`src/sfi_pkg.sv`:
```
/*
 holds constants shared by both ends of the flash identification link:
 command codes, header lengths, identity values and host timing.
 assumes a single 25 MHz system clock on both ends.
*/
`default_nettype none
package sfi_pkg;
   // system clock period
   localparam int CLK_PERIOD_NS = 40;

   // command codes
   localparam logic [7:0] CMD_WAKE_ID = 8'hab;
   localparam logic [7:0] CMD_MFR_DEV = 8'h90;
   localparam logic [7:0] CMD_UNIQUE = 8'h4b;
   localparam logic [7:0] CMD_STD_ID = 8'h9f;
   localparam logic [7:0] CMD_MODE_RST = 8'hff;

   // header lengths in clocks, command included
   localparam logic [5:0] HDR_WAKE_ID = 6'h20;
   localparam logic [5:0] HDR_MFR_DEV = 6'h20;
   localparam logic [5:0] HDR_UNIQUE = 6'h28;
   localparam logic [5:0] HDR_STD_ID = 6'h08;
   localparam logic [5:0] CMD_BITS = 6'h08;
   localparam logic [5:0] ADDR_LAST = 6'h1f;

   // clocks of ones that leave continuous mode, and the mode nibble that keeps it
   localparam logic [5:0] MODE_RST_QUAD = 6'h08;
   localparam logic [5:0] MODE_RST_DUAL = 6'h10;
   localparam logic [3:0] MODE_KEEP_NIBBLE = 4'ha;

   // identity values, all arbitrary
   localparam logic [7:0] ID_MFR = 8'h5a;
   localparam logic [7:0] ID_DEVICE = 8'h15;
   localparam logic [7:0] ID_MEM_TYPE = 8'h40;
   localparam logic [7:0] ID_CAPACITY = 8'h16;
   localparam logic [63:0] ID_UNIQUE = 64'h0123_4567_89ab_cdef;

   // host serial clock: half period in system clocks
   localparam logic [3:0] HALF_PERIOD = 4'h2;

   // chip select high time after each frame, covers both recoveries
   localparam int WAKE_RECOVERY_TIME_NS = 3000;
   localparam int WAKE_ID_RECOVERY_TIME_NS = 3000;
   localparam int RECOV_NS = (WAKE_RECOVERY_TIME_NS >
                              WAKE_ID_RECOVERY_TIME_NS) ?
                             WAKE_RECOVERY_TIME_NS : WAKE_ID_RECOVERY_TIME_NS;
   localparam int RECOV_INT = (RECOV_NS + CLK_PERIOD_NS - 1) / CLK_PERIOD_NS;
   localparam logic [11:0] RECOV_CYCLES = RECOV_INT[11:0];

   // device frame states
   typedef enum logic [4:0] {
      DS_IDLE = 5'h01,
      DS_CMD = 5'h02,
      DS_HDR = 5'h04,
      DS_OUT = 5'h08,
      DS_DROP = 5'h10
   } sfi_dev_st_t;

   // identification kinds
   typedef enum logic [1:0] {
      OP_DEV = 2'h0,
      OP_MFR = 2'h1,
      OP_UID = 2'h2,
      OP_STD = 2'h3
   } sfi_op_t;

   // host states
   typedef enum logic [3:0] {
      HS_IDLE = 4'h1,
      HS_LEAD = 4'h2,
      HS_SHIFT = 4'h4,
      HS_GAP = 4'h8
   } sfi_host_st_t;
endpackage
`default_nettype wire

```
`src/sfi_link_if.sv`:
```
/*
 holds the serial link between host and flash ends.
 assumes both ends run on the same system clock; io1 is valid
 only while io1_oe is high.
*/
`timescale 1ns/1ps
`default_nettype none
interface sfi_link_if;
   logic cs_n;
   logic sclk;
   logic io0;
   logic io1;
   logic io1_oe;

   modport host (output cs_n, output sclk, output io0,
                 input io1, input io1_oe);
   modport flash (input cs_n, input sclk, input io0,
                  output io1, output io1_oe);
endinterface
`default_nettype wire

```
`src/sfi_flash_end.sv`:
```
/*
 holds the flash end: identification commands and continuous
 mode exit. assumes sclk, cs_n and io0 are synchronous to i_clk and
 that sclk stays at least two system clocks in each level.
*/
// What this block does
// [RULE1] device id byte repeats until chip select rises
// [RULE2] host keeps select high for recovery after wake
// [RULE3] wake/id command ignored while busy
// [RULE4] 90h, zero address: manufacturer then device byte
// [RULE5] address one swaps the byte order
// [RULE6] manufacturer and device bytes alternate endlessly
// [RULE7] 4Bh, four dummies, then 64-bit unique number
// [RULE8] 9Fh gives manufacturer, memory type, capacity
// [RULE9] Ax mode bits: next read starts at address
// [RULE10] continuous mode hides ordinary command codes
// [RULE11] host sends mode reset first after reset
// [RULE12] eight ones clear quad continuous mode
// [RULE13] sixteen ones clear dual continuous mode
// [RULE14] ABh plus three dummies before id byte
// [RULE15] power-down accepts only the wake command
// [RULE16] host bits sampled on rising clock edges
`timescale 1ns/1ps
`default_nettype none
module sfi_flash_end
   import sfi_pkg::*;
(
   input wire logic i_clk,
   input wire logic i_rst_n,
   sfi_link_if.flash link,
   input wire logic i_busy,
   input wire logic i_power_down,
   input wire logic i_mode_valid,
   input wire logic [7:0] i_mode_bits,
   input wire logic i_mode_dual,
   output logic o_wake,
   output logic o_cont_mode,
   output logic o_cont_frame
);
   sfi_dev_st_t st_q, st_d;
   sfi_op_t op_q, op_d;
   logic sclk_q;
   logic [5:0] cnt_q, cnt_d;
   logic [6:0] shift_q, shift_d;
   logic [6:0] out_cnt_q, out_cnt_d;
   logic io1_q, io1_d;
   logic oe_q, oe_d;
   logic addr_nz_q, addr_nz_d;
   logic swap_q, swap_d;
   logic cont_q, cont_d;
   logic dual_q, dual_d;
   logic wake_pend_q, wake_pend_d;
   logic wake_q, wake_d;
   logic frame_q, frame_d;
   logic rise, fall;
   logic [7:0] cmd;
   logic [5:0] cnt_inc;
   logic [5:0] hdr_len;
   logic [7:0] out_byte;
   logic out_bit;

   // edges of the serial clock
   assign rise = link.sclk & ~sclk_q;
   assign fall = ~link.sclk & sclk_q;
   assign cmd = {shift_q, link.io0};
   assign cnt_inc = cnt_q + 6'h01;

   // header length of the current command
   always_comb begin
      case (op_q)
         OP_DEV: hdr_len = HDR_WAKE_ID; // RULE14
         OP_MFR: hdr_len = HDR_MFR_DEV; // RULE4
         OP_UID: hdr_len = HDR_UNIQUE; // RULE7
         default: hdr_len = HDR_STD_ID;
      endcase
   end

   // byte on the data line for the current output count
   always_comb begin
      case (op_q)
         OP_DEV: out_byte = ID_DEVICE; // RULE1
         OP_MFR: out_byte = (out_cnt_q[3] ^ swap_q) ? ID_DEVICE : ID_MFR; // RULE6
         OP_UID: out_byte = ID_UNIQUE[6'(63 - 8 * out_cnt_q[5:3]) -: 8]; // RULE7
         default: begin
            case (out_cnt_q[6:3]) // RULE8
               4'h0: out_byte = ID_MFR;
               4'h1: out_byte = ID_MEM_TYPE;
               4'h2: out_byte = ID_CAPACITY;
               default: out_byte = 8'h00;
            endcase
         end
      endcase
      out_bit = out_byte[3'h7 - out_cnt_q[2:0]]; // RULE4
   end

   // frame sequencing
   always_comb begin
      st_d = st_q;
      op_d = op_q;
      cnt_d = cnt_q;
      shift_d = shift_q;
      out_cnt_d = out_cnt_q;
      io1_d = io1_q;
      oe_d = oe_q;
      addr_nz_d = addr_nz_q;
      swap_d = swap_q;
      cont_d = cont_q;
      dual_d = dual_q;
      wake_pend_d = wake_pend_q;
      wake_d = 1'b0;
      frame_d = 1'b0;
      if (link.cs_n) begin
         // end of frame: release line, finish a pending wake
         st_d = DS_IDLE;
         oe_d = 1'b0;
         cnt_d = 6'h00;
         wake_d = wake_pend_q & (st_q != DS_IDLE); // RULE2
         wake_pend_d = 1'b0;
      end else begin
         case (st_q)
            DS_IDLE: begin
               st_d = DS_CMD;
               cnt_d = 6'h00;
               out_cnt_d = 7'h00;
               addr_nz_d = 1'b0;
               swap_d = 1'b0;
               frame_d = cont_q; // RULE9
            end
            DS_CMD: begin
               if (rise) begin
                  shift_d = cmd[6:0]; // RULE16
                  cnt_d = cnt_inc;
                  if (cont_q) begin
                     if (!link.io0) begin
                        st_d = DS_DROP; // RULE10
                     end else if (cnt_inc == (dual_q ? MODE_RST_DUAL :
                                              MODE_RST_QUAD)) begin
                        cont_d = 1'b0; // RULE12 RULE13
                        st_d = DS_DROP;
                     end
                  end else if (cnt_inc == CMD_BITS) begin
                     st_d = DS_DROP;
                     if (i_busy) begin
                        st_d = DS_DROP; // RULE3
                     end else if (cmd == CMD_WAKE_ID) begin
                        st_d = DS_HDR;
                        op_d = OP_DEV;
                        wake_pend_d = i_power_down;
                     end else if (i_power_down) begin
                        st_d = DS_DROP; // RULE15
                     end else if (cmd == CMD_MFR_DEV) begin
                        st_d = DS_HDR;
                        op_d = OP_MFR;
                     end else if (cmd == CMD_UNIQUE) begin
                        st_d = DS_HDR;
                        op_d = OP_UID;
                     end else if (cmd == CMD_STD_ID) begin
                        st_d = DS_OUT;
                        op_d = OP_STD;
                     end
                  end
               end
            end
            DS_HDR: begin
               if (rise) begin
                  cnt_d = cnt_inc; // RULE16
                  if (cnt_q == ADDR_LAST) begin
                     swap_d = ~addr_nz_q & link.io0; // RULE5
                  end else begin
                     addr_nz_d = addr_nz_q | link.io0;
                  end
                  if (cnt_inc == hdr_len) begin
                     st_d = DS_OUT;
                  end
               end
            end
            DS_OUT: begin
               if (fall) begin
                  io1_d = out_bit; // RULE1 RULE6
                  oe_d = 1'b1;
                  out_cnt_d = out_cnt_q + 7'h01;
               end
            end
            DS_DROP: begin
               oe_d = 1'b0;
            end
            default: begin
               st_d = DS_IDLE;
            end
         endcase
      end
      // mode bits from the read engine; a new setting wins
      if (i_mode_valid) begin
         cont_d = (i_mode_bits[7:4] == MODE_KEEP_NIBBLE); // RULE9
         dual_d = i_mode_dual;
      end
   end

   // state registers
   always_ff @(posedge i_clk) begin
      if (!i_rst_n) begin
         st_q <= DS_IDLE;
         op_q <= OP_DEV;
         sclk_q <= 1'b0;
         cnt_q <= 6'h00;
         shift_q <= 7'h00;
         out_cnt_q <= 7'h00;
         io1_q <= 1'b0;
         oe_q <= 1'b0;
         addr_nz_q <= 1'b0;
         swap_q <= 1'b0;
         cont_q <= 1'b0;
         dual_q <= 1'b0;
         wake_pend_q <= 1'b0;
         wake_q <= 1'b0;
         frame_q <= 1'b0;
      end else begin
         st_q <= st_d;
         op_q <= op_d;
         sclk_q <= link.sclk;
         cnt_q <= cnt_d;
         shift_q <= shift_d;
         out_cnt_q <= out_cnt_d;
         io1_q <= io1_d;
         oe_q <= oe_d;
         addr_nz_q <= addr_nz_d;
         swap_q <= swap_d;
         cont_q <= cont_d;
         dual_q <= dual_d;
         wake_pend_q <= wake_pend_d;
         wake_q <= wake_d;
         frame_q <= frame_d;
      end
   end

   // outputs
   assign link.io1 = io1_q;
   assign link.io1_oe = oe_q;
   assign o_wake = wake_q;
   assign o_cont_mode = cont_q;
   assign o_cont_frame = frame_q;
endmodule // sfi_flash_end
`default_nettype wire

```
`src/flat_wrapper.sv`:
```
// flat-port wrapper written by rule: the top's interface ports become plain ports
module sfi_flash_end_flat import sfi_pkg::*;
  (i_clk, i_rst_n, i_busy, i_power_down, i_mode_valid, i_mode_bits, i_mode_dual, o_wake, o_cont_mode, o_cont_frame, link_cs_n, link_sclk, link_io0, link_io1, link_io1_oe);
  sfi_link_if link_i ();
  input wire logic i_clk;
  input wire logic i_rst_n;
  input wire logic i_busy;
  input wire logic i_power_down;
  input wire logic i_mode_valid;
  input wire logic [7:0] i_mode_bits;
  input wire logic i_mode_dual;
  output logic o_wake;
  output logic o_cont_mode;
  output logic o_cont_frame;
  input wire logic [$bits(link_i.cs_n)-1:0] link_cs_n;
  input wire logic [$bits(link_i.sclk)-1:0] link_sclk;
  input wire logic [$bits(link_i.io0)-1:0] link_io0;
  output wire logic [$bits(link_i.io1)-1:0] link_io1;
  output wire logic [$bits(link_i.io1_oe)-1:0] link_io1_oe;
  assign link_i.cs_n = link_cs_n;
  assign link_i.sclk = link_sclk;
  assign link_i.io0 = link_io0;
  assign link_io1 = link_i.io1;
  assign link_io1_oe = link_i.io1_oe;
  sfi_flash_end u_core (.i_clk(i_clk), .i_rst_n(i_rst_n), .link(link_i), .i_busy(i_busy), .i_power_down(i_power_down), .i_mode_valid(i_mode_valid), .i_mode_bits(i_mode_bits), .i_mode_dual(i_mode_dual), .o_wake(o_wake), .o_cont_mode(o_cont_mode), .o_cont_frame(o_cont_frame));
endmodule
```
`config.mk`:
```
export PLATFORM = sky130hd
export DESIGN_NAME = sfi_flash_end_flat
export DESIGN_NICKNAME = d
export VERILOG_FILES = /design/src/sfi_pkg.sv /design/src/sfi_link_if.sv /design/src/sfi_flash_end.sv /design/src/flat_wrapper.sv
export SDC_FILE = /design/constraint.sdc
export NUM_CORES = 1
export LEC_CHECK = 0
export BUFFER_PORTS_ARGS = -buffer_cell sky130_fd_sc_hd__buf_2
export CORE_ASPECT_RATIO = 0.5
export CORE_UTILIZATION = 30
export CTS_CLUSTER_DIAMETER = 100
export CTS_CLUSTER_SIZE = 10
export DETAILED_ROUTE_END_ITERATION = 8
export MAX_ROUTING_LAYER = met4
export PLACE_DENSITY = 0.49
export SLEW_MARGIN = 5
export SYNTH_ARGS = -nofsm -noshare
export SYNTH_HDL_FRONTEND = slang
export SYNTH_SLANG_ARGS = --single-unit
```
`constraint.sdc`:
```
create_clock -name i_clk -period 1.6 [get_ports i_clk]
set_input_delay 0.32 -clock i_clk [delete_from_list [all_inputs] [get_ports i_clk]]
set_output_delay 0.32 -clock i_clk [all_outputs]
set_load 0.02 [all_outputs]
```
==> flow_summary_export.csv, run 1 <==
group,metric,value,unit
synth,syn_nets,285,
synth,synth_top_area_frac,0.339,
timing,rsz0062_at_grt,"yes",
setup_path,crit_path_max_fanout,6,
timing,setup_tns,-96.0,ps
grt,grt_start_max_net_pins,16,
timing,finClkSkew,5.03,ps
timing,worst_pin_slew,548,ps
run,maxCapViolations,0,
synth,netlist_area,2180,um2
clock_tree,cts_buffer_depth,2,
timing,post-route-period-util,1.03,
clock_tree,clk_latency,290,ps
timing,max_freq,0.608,GHz
synth,yosysUniqueCellTypes,61,
timing,slew_headroom,0.635,
setup_path,path_class,"reg -> reg",
timing,setup_violations,5,
clock_tree,cts-root-buf,"clkbuf_16",
setup_path,cp.arrival,1850,ps
timing,timing.final.crit_period,1650,ps
clock_tree,ctsHoldBuffers,0,
floorplan,core,6860,um2
grt,grt_pass1_wl,9780,um
synth,synthCells,266,
clock_tree,cts_tree,"yes",
clock_tree,clock_sinks,37,
timing,slew_viol_final,0,
placement,place_congestion,0.857,
floorplan,row_count,21,
grt,gr-usage-all-layers,0.171,
setup_path,timing.rr.start,"u_core.st_q[3]",
finish,drive_gt1_frac,0.342,
synth,ys_warn_count,0,
finish,fill_cells,690,
setup_path,crit_path_end_kind,"register",
floorplan,die_h,62.3,um
drt,dr.pass1.iters,4,
clock_tree,h-tree-depth,2,
grt,grt_pass1_vias,2075,
synth,ys_ff_latch,37,
setup_path,worstSetupStartpoint,"u_core.st_q[3]",
placement,hpwl,4450,um
timing,hold-worst-slack,295,ps
synth,synthTopCellsByArea,"dfxtp_1 34%, nand2_1 5.5%, a21oi_1 4.4%, nor2_1 4.3%, nor2b_1 3.2%",
power_and_ir_drop,powerDensity,699,nW/um2
power_and_ir_drop,leakage,0.00118,uW
drt,drcViolationCount,0,
min_path,hp-class,"in -> reg",
min_path,min_from,"i_mode_dual",
synth,async_flop_share,0,
power_and_ir_drop,ir_drop,315,uV
drt,wl,5840,um
synth,synth_ff_type,"dfxtp_1",
floorplan,die-width,123,um
finish,nNetsFinal,351,
floorplan,io_pins,22,
drt,wl_per_cell,13.7,um
synth,syn_area_per_cell,8.21,um2
finish,n_antenna_cell,0,
clock_tree,clk_pin_slew,60,ps
drt,vias,2183,
floorplan,initial_core_util,0.319,
floorplan,die-area,7650,um2
timing,finalWorstSetupSlack,-45.8,ps
drt,ant_nets,0,
grt,antenna_found_initial,0,
finish,area_growth,36.1,%
grt,grt-ovfl-total,0,
setup_path,reg2reg_slack,-50,ps
drt,viasPerCell,5.14,
placement,port_buffers,17,
setup_path,critPathRequiredTime,1800,ps
power_and_ir_drop,finalPower,2080,uW
drt,drtIter0Drc,107,
outcome,outcome,"finished with violations",
finish,mostFrequentLayoutCells,"51 x buf_4, 31 x nand2_1, 29 x dfxtp_1, 24 x nor2_1",
outcome,failed_checks,"negative setup slack",
clock_tree,cts_buffers,5,
finish,final_common_cell,"buf_4",
synth,synth_edf_count,0,
timing,final_hold_viol_count,0,
synth,synth.yosys.seq_area_share,0.339,
setup_path,start_kind,"register",
synth,yosysTopAreaCell,"dfxtp_1",
==> cell usage after synthesis, types with 6 or more instances <==
master,count
dfxtp_1,37
nand2_1,32
nor2_1,25
a21oi_1,19
nand3_1,11
nor2b_1,11
o21ai_0,9
a21boi_0,8
nand4_1,8
and3_1,7
xor2_1,7
nor3_1,6
==> critical path: stages, from the launching register on <==
cell and delay, ps:
dfxtp_2 350, nor3_4 220, buf_4 160, nand3b_4 110, or3_4 350, o21ai_1 130, nand2_1 80, o31ai_2 180
==> power breakdown <==
part | switching [uW] | leakage, uW | internal (uW)
Sequential | 7.23 | 0.000304 | 926
Combinational | 91.6 | 0.000814 | 85.0
Clock | 393 | 0.0000631 | 577
Total | 492 | 0.00118 | 1590
==> timing repair <==
action	in CTS	in global routing
cloned	0	0
pin swaps	7	10
gates resized for setup	16	22
endpoints found under the setup margin	20	28
setup buffers	4	4
==> per-stage QoR <==
step	util	cells	cell area [um2]	setup slack, ps
floorplan	-	266	2180	6.40
global placement	0.389	409	2670	-113
detailed placement	0.389	409	2670	-125
CTS	0.422	421	2890	-43.6
global route	0.434	425	2970	-150
finish	0.434	425	2970	-45.8
==> layout make-up <==
| cell class | instances | area [um2] | area share |
|---|---|---|---|
| clock buffer | 6 | 129 | 0.0433 |
| timing repair buffer | 69 | 479 | 0.161 |
| inverter | 2 | 7.51 | 0.00252 |
| sequential | 37 | 756 | 0.254 |
| tap | 92 | 115 | 0.0387 |
| multi-input combinational | 217 | 1470 | 0.495 |
| clock inverter | 2 | 15.0 | 0.00505 |
==> flip-flops by register name, summed over array words and instances (netlist names), 2 cells and up <==
| signal | flops |
|---|---|
| u_core.out_cnt_q | 7 |
| u_core.shift_q | 7 |
| u_core.cnt_q | 6 |
| u_core.st_q | 5 |
| u_core.op_q | 2 |
==> cells by family (layout without fill, tap and decap cells) <==
group | Yosys count | in the layout | share of synthesized area
muxes | 4 | 4 | 0.0189
buffers and inverters | 12 | 79 | 0.0263
AOI/OAI and AO/OA | 66 | 66 | 0.211
xor gates and xnor gates | 9 | 9 | 0.0361
and+or+nand+nor | 136 | 136 | 0.357
DFF | 37 | 37 | 0.339
adders and majority gates | 2 | 2 | 0.0115
==> worst paths after layout <==
kind | to | cells after the start
worst max-delay path | u_core.st_q[3] | 7
worst max register to register | u_core.st_q[3] | 7
worst min-delay path | u_core.dual_q | 3
worst min register to register | u_core.link.io1_oe | 2
==> metal layers <==
layer,track usage,vias up,share of wire
li1,-,1122,-
met5,-,-,0
met1,0.225,1015,0.51
met3,0.0441,6,0.038
met2,0.256,40,0.44
met4,0.0503,0,0.0089
Power figures use the tool's default switching activity.
==> run 2: changes to the inputs <==
--- a/config.mk
+++ b/config.mk
@@ -8,6 +8,7 @@
 export BUFFER_PORTS_ARGS = -buffer_cell sky130_fd_sc_hd__buf_2
 export CORE_ASPECT_RATIO = 0.5
 export CORE_UTILIZATION = 30
+export CTS_BUF_LIST = sky130_fd_sc_hd__clkbuf_4
 export CTS_CLUSTER_DIAMETER = 100
 export CTS_CLUSTER_SIZE = 10
 export DETAILED_ROUTE_END_ITERATION = 8
==> run 2 against run 1 <==
  * The run still ends with negative setup slack left
  * Core utilization fell by 0.15 points
  * Sequential power barely moved
  * Clock skew rose by 17 ps
  * Clock-buffer cell count did not move
  * Sequential share of layout area rose by 0.21 points
  * Worst setup slack got worse by 36 ps
  * Wire length rose by 2.0%
  * Clock power fell by 45%
  * Non-clock buffer count rose by 1
  * Cell count rose by 0.24%
  * Highest routed layer unchanged
==> flow_summary_export.csv, run 2 (synthesis gave the netlist of run 1 again) <==
group,metric,value,unit
outcome,outcome,"finished with violations",
outcome,failed_checks,"negative setup slack",
drt,vias,2187,
power_and_ir_drop,ir_drop,383,uV
clock_tree,cts_tree,"yes",
timing,finalWorstSetupSlack,-81.4,ps
grt,gr-usage-all-layers,0.172,
finish,final_common_cell,"buf_4",
floorplan,die-area,7650,um2
setup_path,reg2reg_slack,-80,ps
setup_path,critPathRequiredTime,1880,ps
drt,ant_nets,0,
grt,grt-ovfl-total,0,
drt,viasPerCell,5.13,
timing,setup_tns,-381,ps
timing,final_hold_viol_count,0,
placement,placed_area,2670,um2
placement,hpwl,4450,um
timing,post-route-period-util,1.05,
drt,wl_per_cell,14.0,um
floorplan,die-width,123,um
clock_tree,cts_buffer_depth,2,
floorplan,die_h,62.3,um
power_and_ir_drop,finalPower,1650,uW
min_path,min_to,"u_core.dual_q",
timing,rsz0062_at_grt,"yes",
drt,drtIter0Drc,101,
placement,place_congestion,0.857,
placement,place_inst,409,
setup_path,crit_family,"simple AND/OR/NAND/NOR gates",
floorplan,row_count,21,
setup_path,cp.arrival,1960,ps
timing,slew_viol_final,0,
finish,mostFrequentLayoutCells,"49 x buf_4, 31 x nand2_1, 28 x dfxtp_1, 24 x nor2_1, 17 x buf_2",
min_path,min_from,"i_mode_dual",
drt,drcViolationCount,0,
finish,area_growth,35.7,%
setup_path,start_kind,"register",
timing,finClkSkew,22.3,ps
clock_tree,clk_latency,370,ps
setup_path,path_class,"reg -> reg",
power_and_ir_drop,powerDensity,556,nW/um2
finish,drive_gt1_frac,0.374,
timing,worst_pin_slew,580,ps
drt,dr.pass1.iters,4,
floorplan,core,6860,um2
setup_path,worst-path-buf-inv,1,
setup_path,crit_path_max_fanout,6,
setup_path,r2r_end,"u_core.st_q[3]",
finish,final_cells,426,
clock_tree,cts-root-buf,"clkbuf_4",
finish,nNetsFinal,352,
timing,max_freq,0.595,GHz
min_path,hold_path_depth,3,
timing,hold-worst-slack,203,ps
clock_tree,clock_sinks,37,
placement,port_buffers,17,
min_path,hp-class,"in -> reg",
setup_path,timing.rr.start,"u_core.st_q[3]",
setup_path,worst_path_max_delay_cell,"dfxtp_4",
floorplan,initial_core_util,0.319,
grt,grt_pass1_vias,2087,
timing,setup_violations,16,
grt,grt_pass1_wl,9890,um
floorplan,io_pins,22,
drt,wl,5950,um
grt,grt_start_max_net_pins,16,
grt,antenna_found_initial,0,
timing,timing.final.crit_period,1680,ps
finish,fill_cells,694,
clock_tree,h-tree-depth,2,
setup_path,reg2reg_depth,7,
finish,top_regs,"u_core.out_cnt_q: 7 flops, u_core.shift_q: 7 flops, u_core.cnt_q: 6 flops",
finish,n_antenna_cell,0,
setup_path,worst_path_largest_cell_delay,390,ps
clock_tree,cts_buffers,5,
run,maxCapViolations,0,
clock_tree,clk_pin_slew,140,ps
timing,slew_headroom,0.613,
power_and_ir_drop,leakage,0.00118,uW
setup_path,path_cells,"nor3_4, buf_6, nand3b_4, or3_4, o21ai_2, nand2_1, o31ai_2",
finish,fin_area,2960,um2
setup_path,crit_path_end_kind,"register",
==> run 2: how the worst max path moves through the flow <==
stage,slack [ps],endpoint,start,cells past startpoint
2_1_floorplan,6,u_core.op_q[0],u_core.cnt_q[3],6
3_3_place_gp,-110,u_core.op_q[0],u_core.cnt_q[0],5
3_5_place_dp,-120,u_core.op_q[0],u_core.cnt_q[3],5
4_1_cts,-70,u_core.out_cnt_q[3],u_core.st_q[2],6
5_1_grt,-170,u_core.st_q[3],u_core.st_q[3],7
6_report,-80,u_core.st_q[3],u_core.st_q[3],7
==> run 2: metrics by stage <==
step | util | setup WS (ps)
3_5_place_dp | 0.389 | -125
5_1_grt | 0.432 | -166
3_3_place_gp | 0.389 | -113
6_report | 0.432 | -81.4
4_1_cts | 0.411 | -72.0
2_1_floorplan | - | 6.40
==> run 2: layout make-up <==
class                           instances  area, um2  share of cell area
Clock buffer                            6       45.0              0.0152
Sequential cell                        37        759               0.256
Tap cell                               92        115              0.0388
Inverter                                2       7.51             0.00253
Timing Repair Buffer                   70        498               0.168
Clock inverter                          2       15.0             0.00507
Multi-Input combinational cell        217       1520               0.514
==> run 2: repair_timing <==
item | in CTS | in global routing
endpoints found under the setup margin | 20 | 32
resized for setup | 19 | 37
pin swaps | 7 | 16
buffers inserted | 5 | 5
hold buffers | 0 | 0
==> run 2: where the power goes <==
group | internal [uW] | total, uW | switching [uW]
Clock | 189 | 537 | 349
Combinational | 85.7 | 180 | 93.9
Sequential | 924 | 932 | 7.90
==> run 2: metal layers <==
layer	routed length, um	track usage	vias up
met3	252	0.0441	4
met2	2680	0.265	43
li1	-	-	1121
met4	21	0.0366	0
met1	3000	0.225	1019
met5	0	-	-
==> run 2: worst reg2reg max path: cells and delay by family, from the launching register on <==
kind                   cells  cell delay (ps)
AND/OR/NAND/NOR            4              770
flip-flops                 1              390
AO/OA/AOI/OAI              2              310
buffers and inverters      1              140
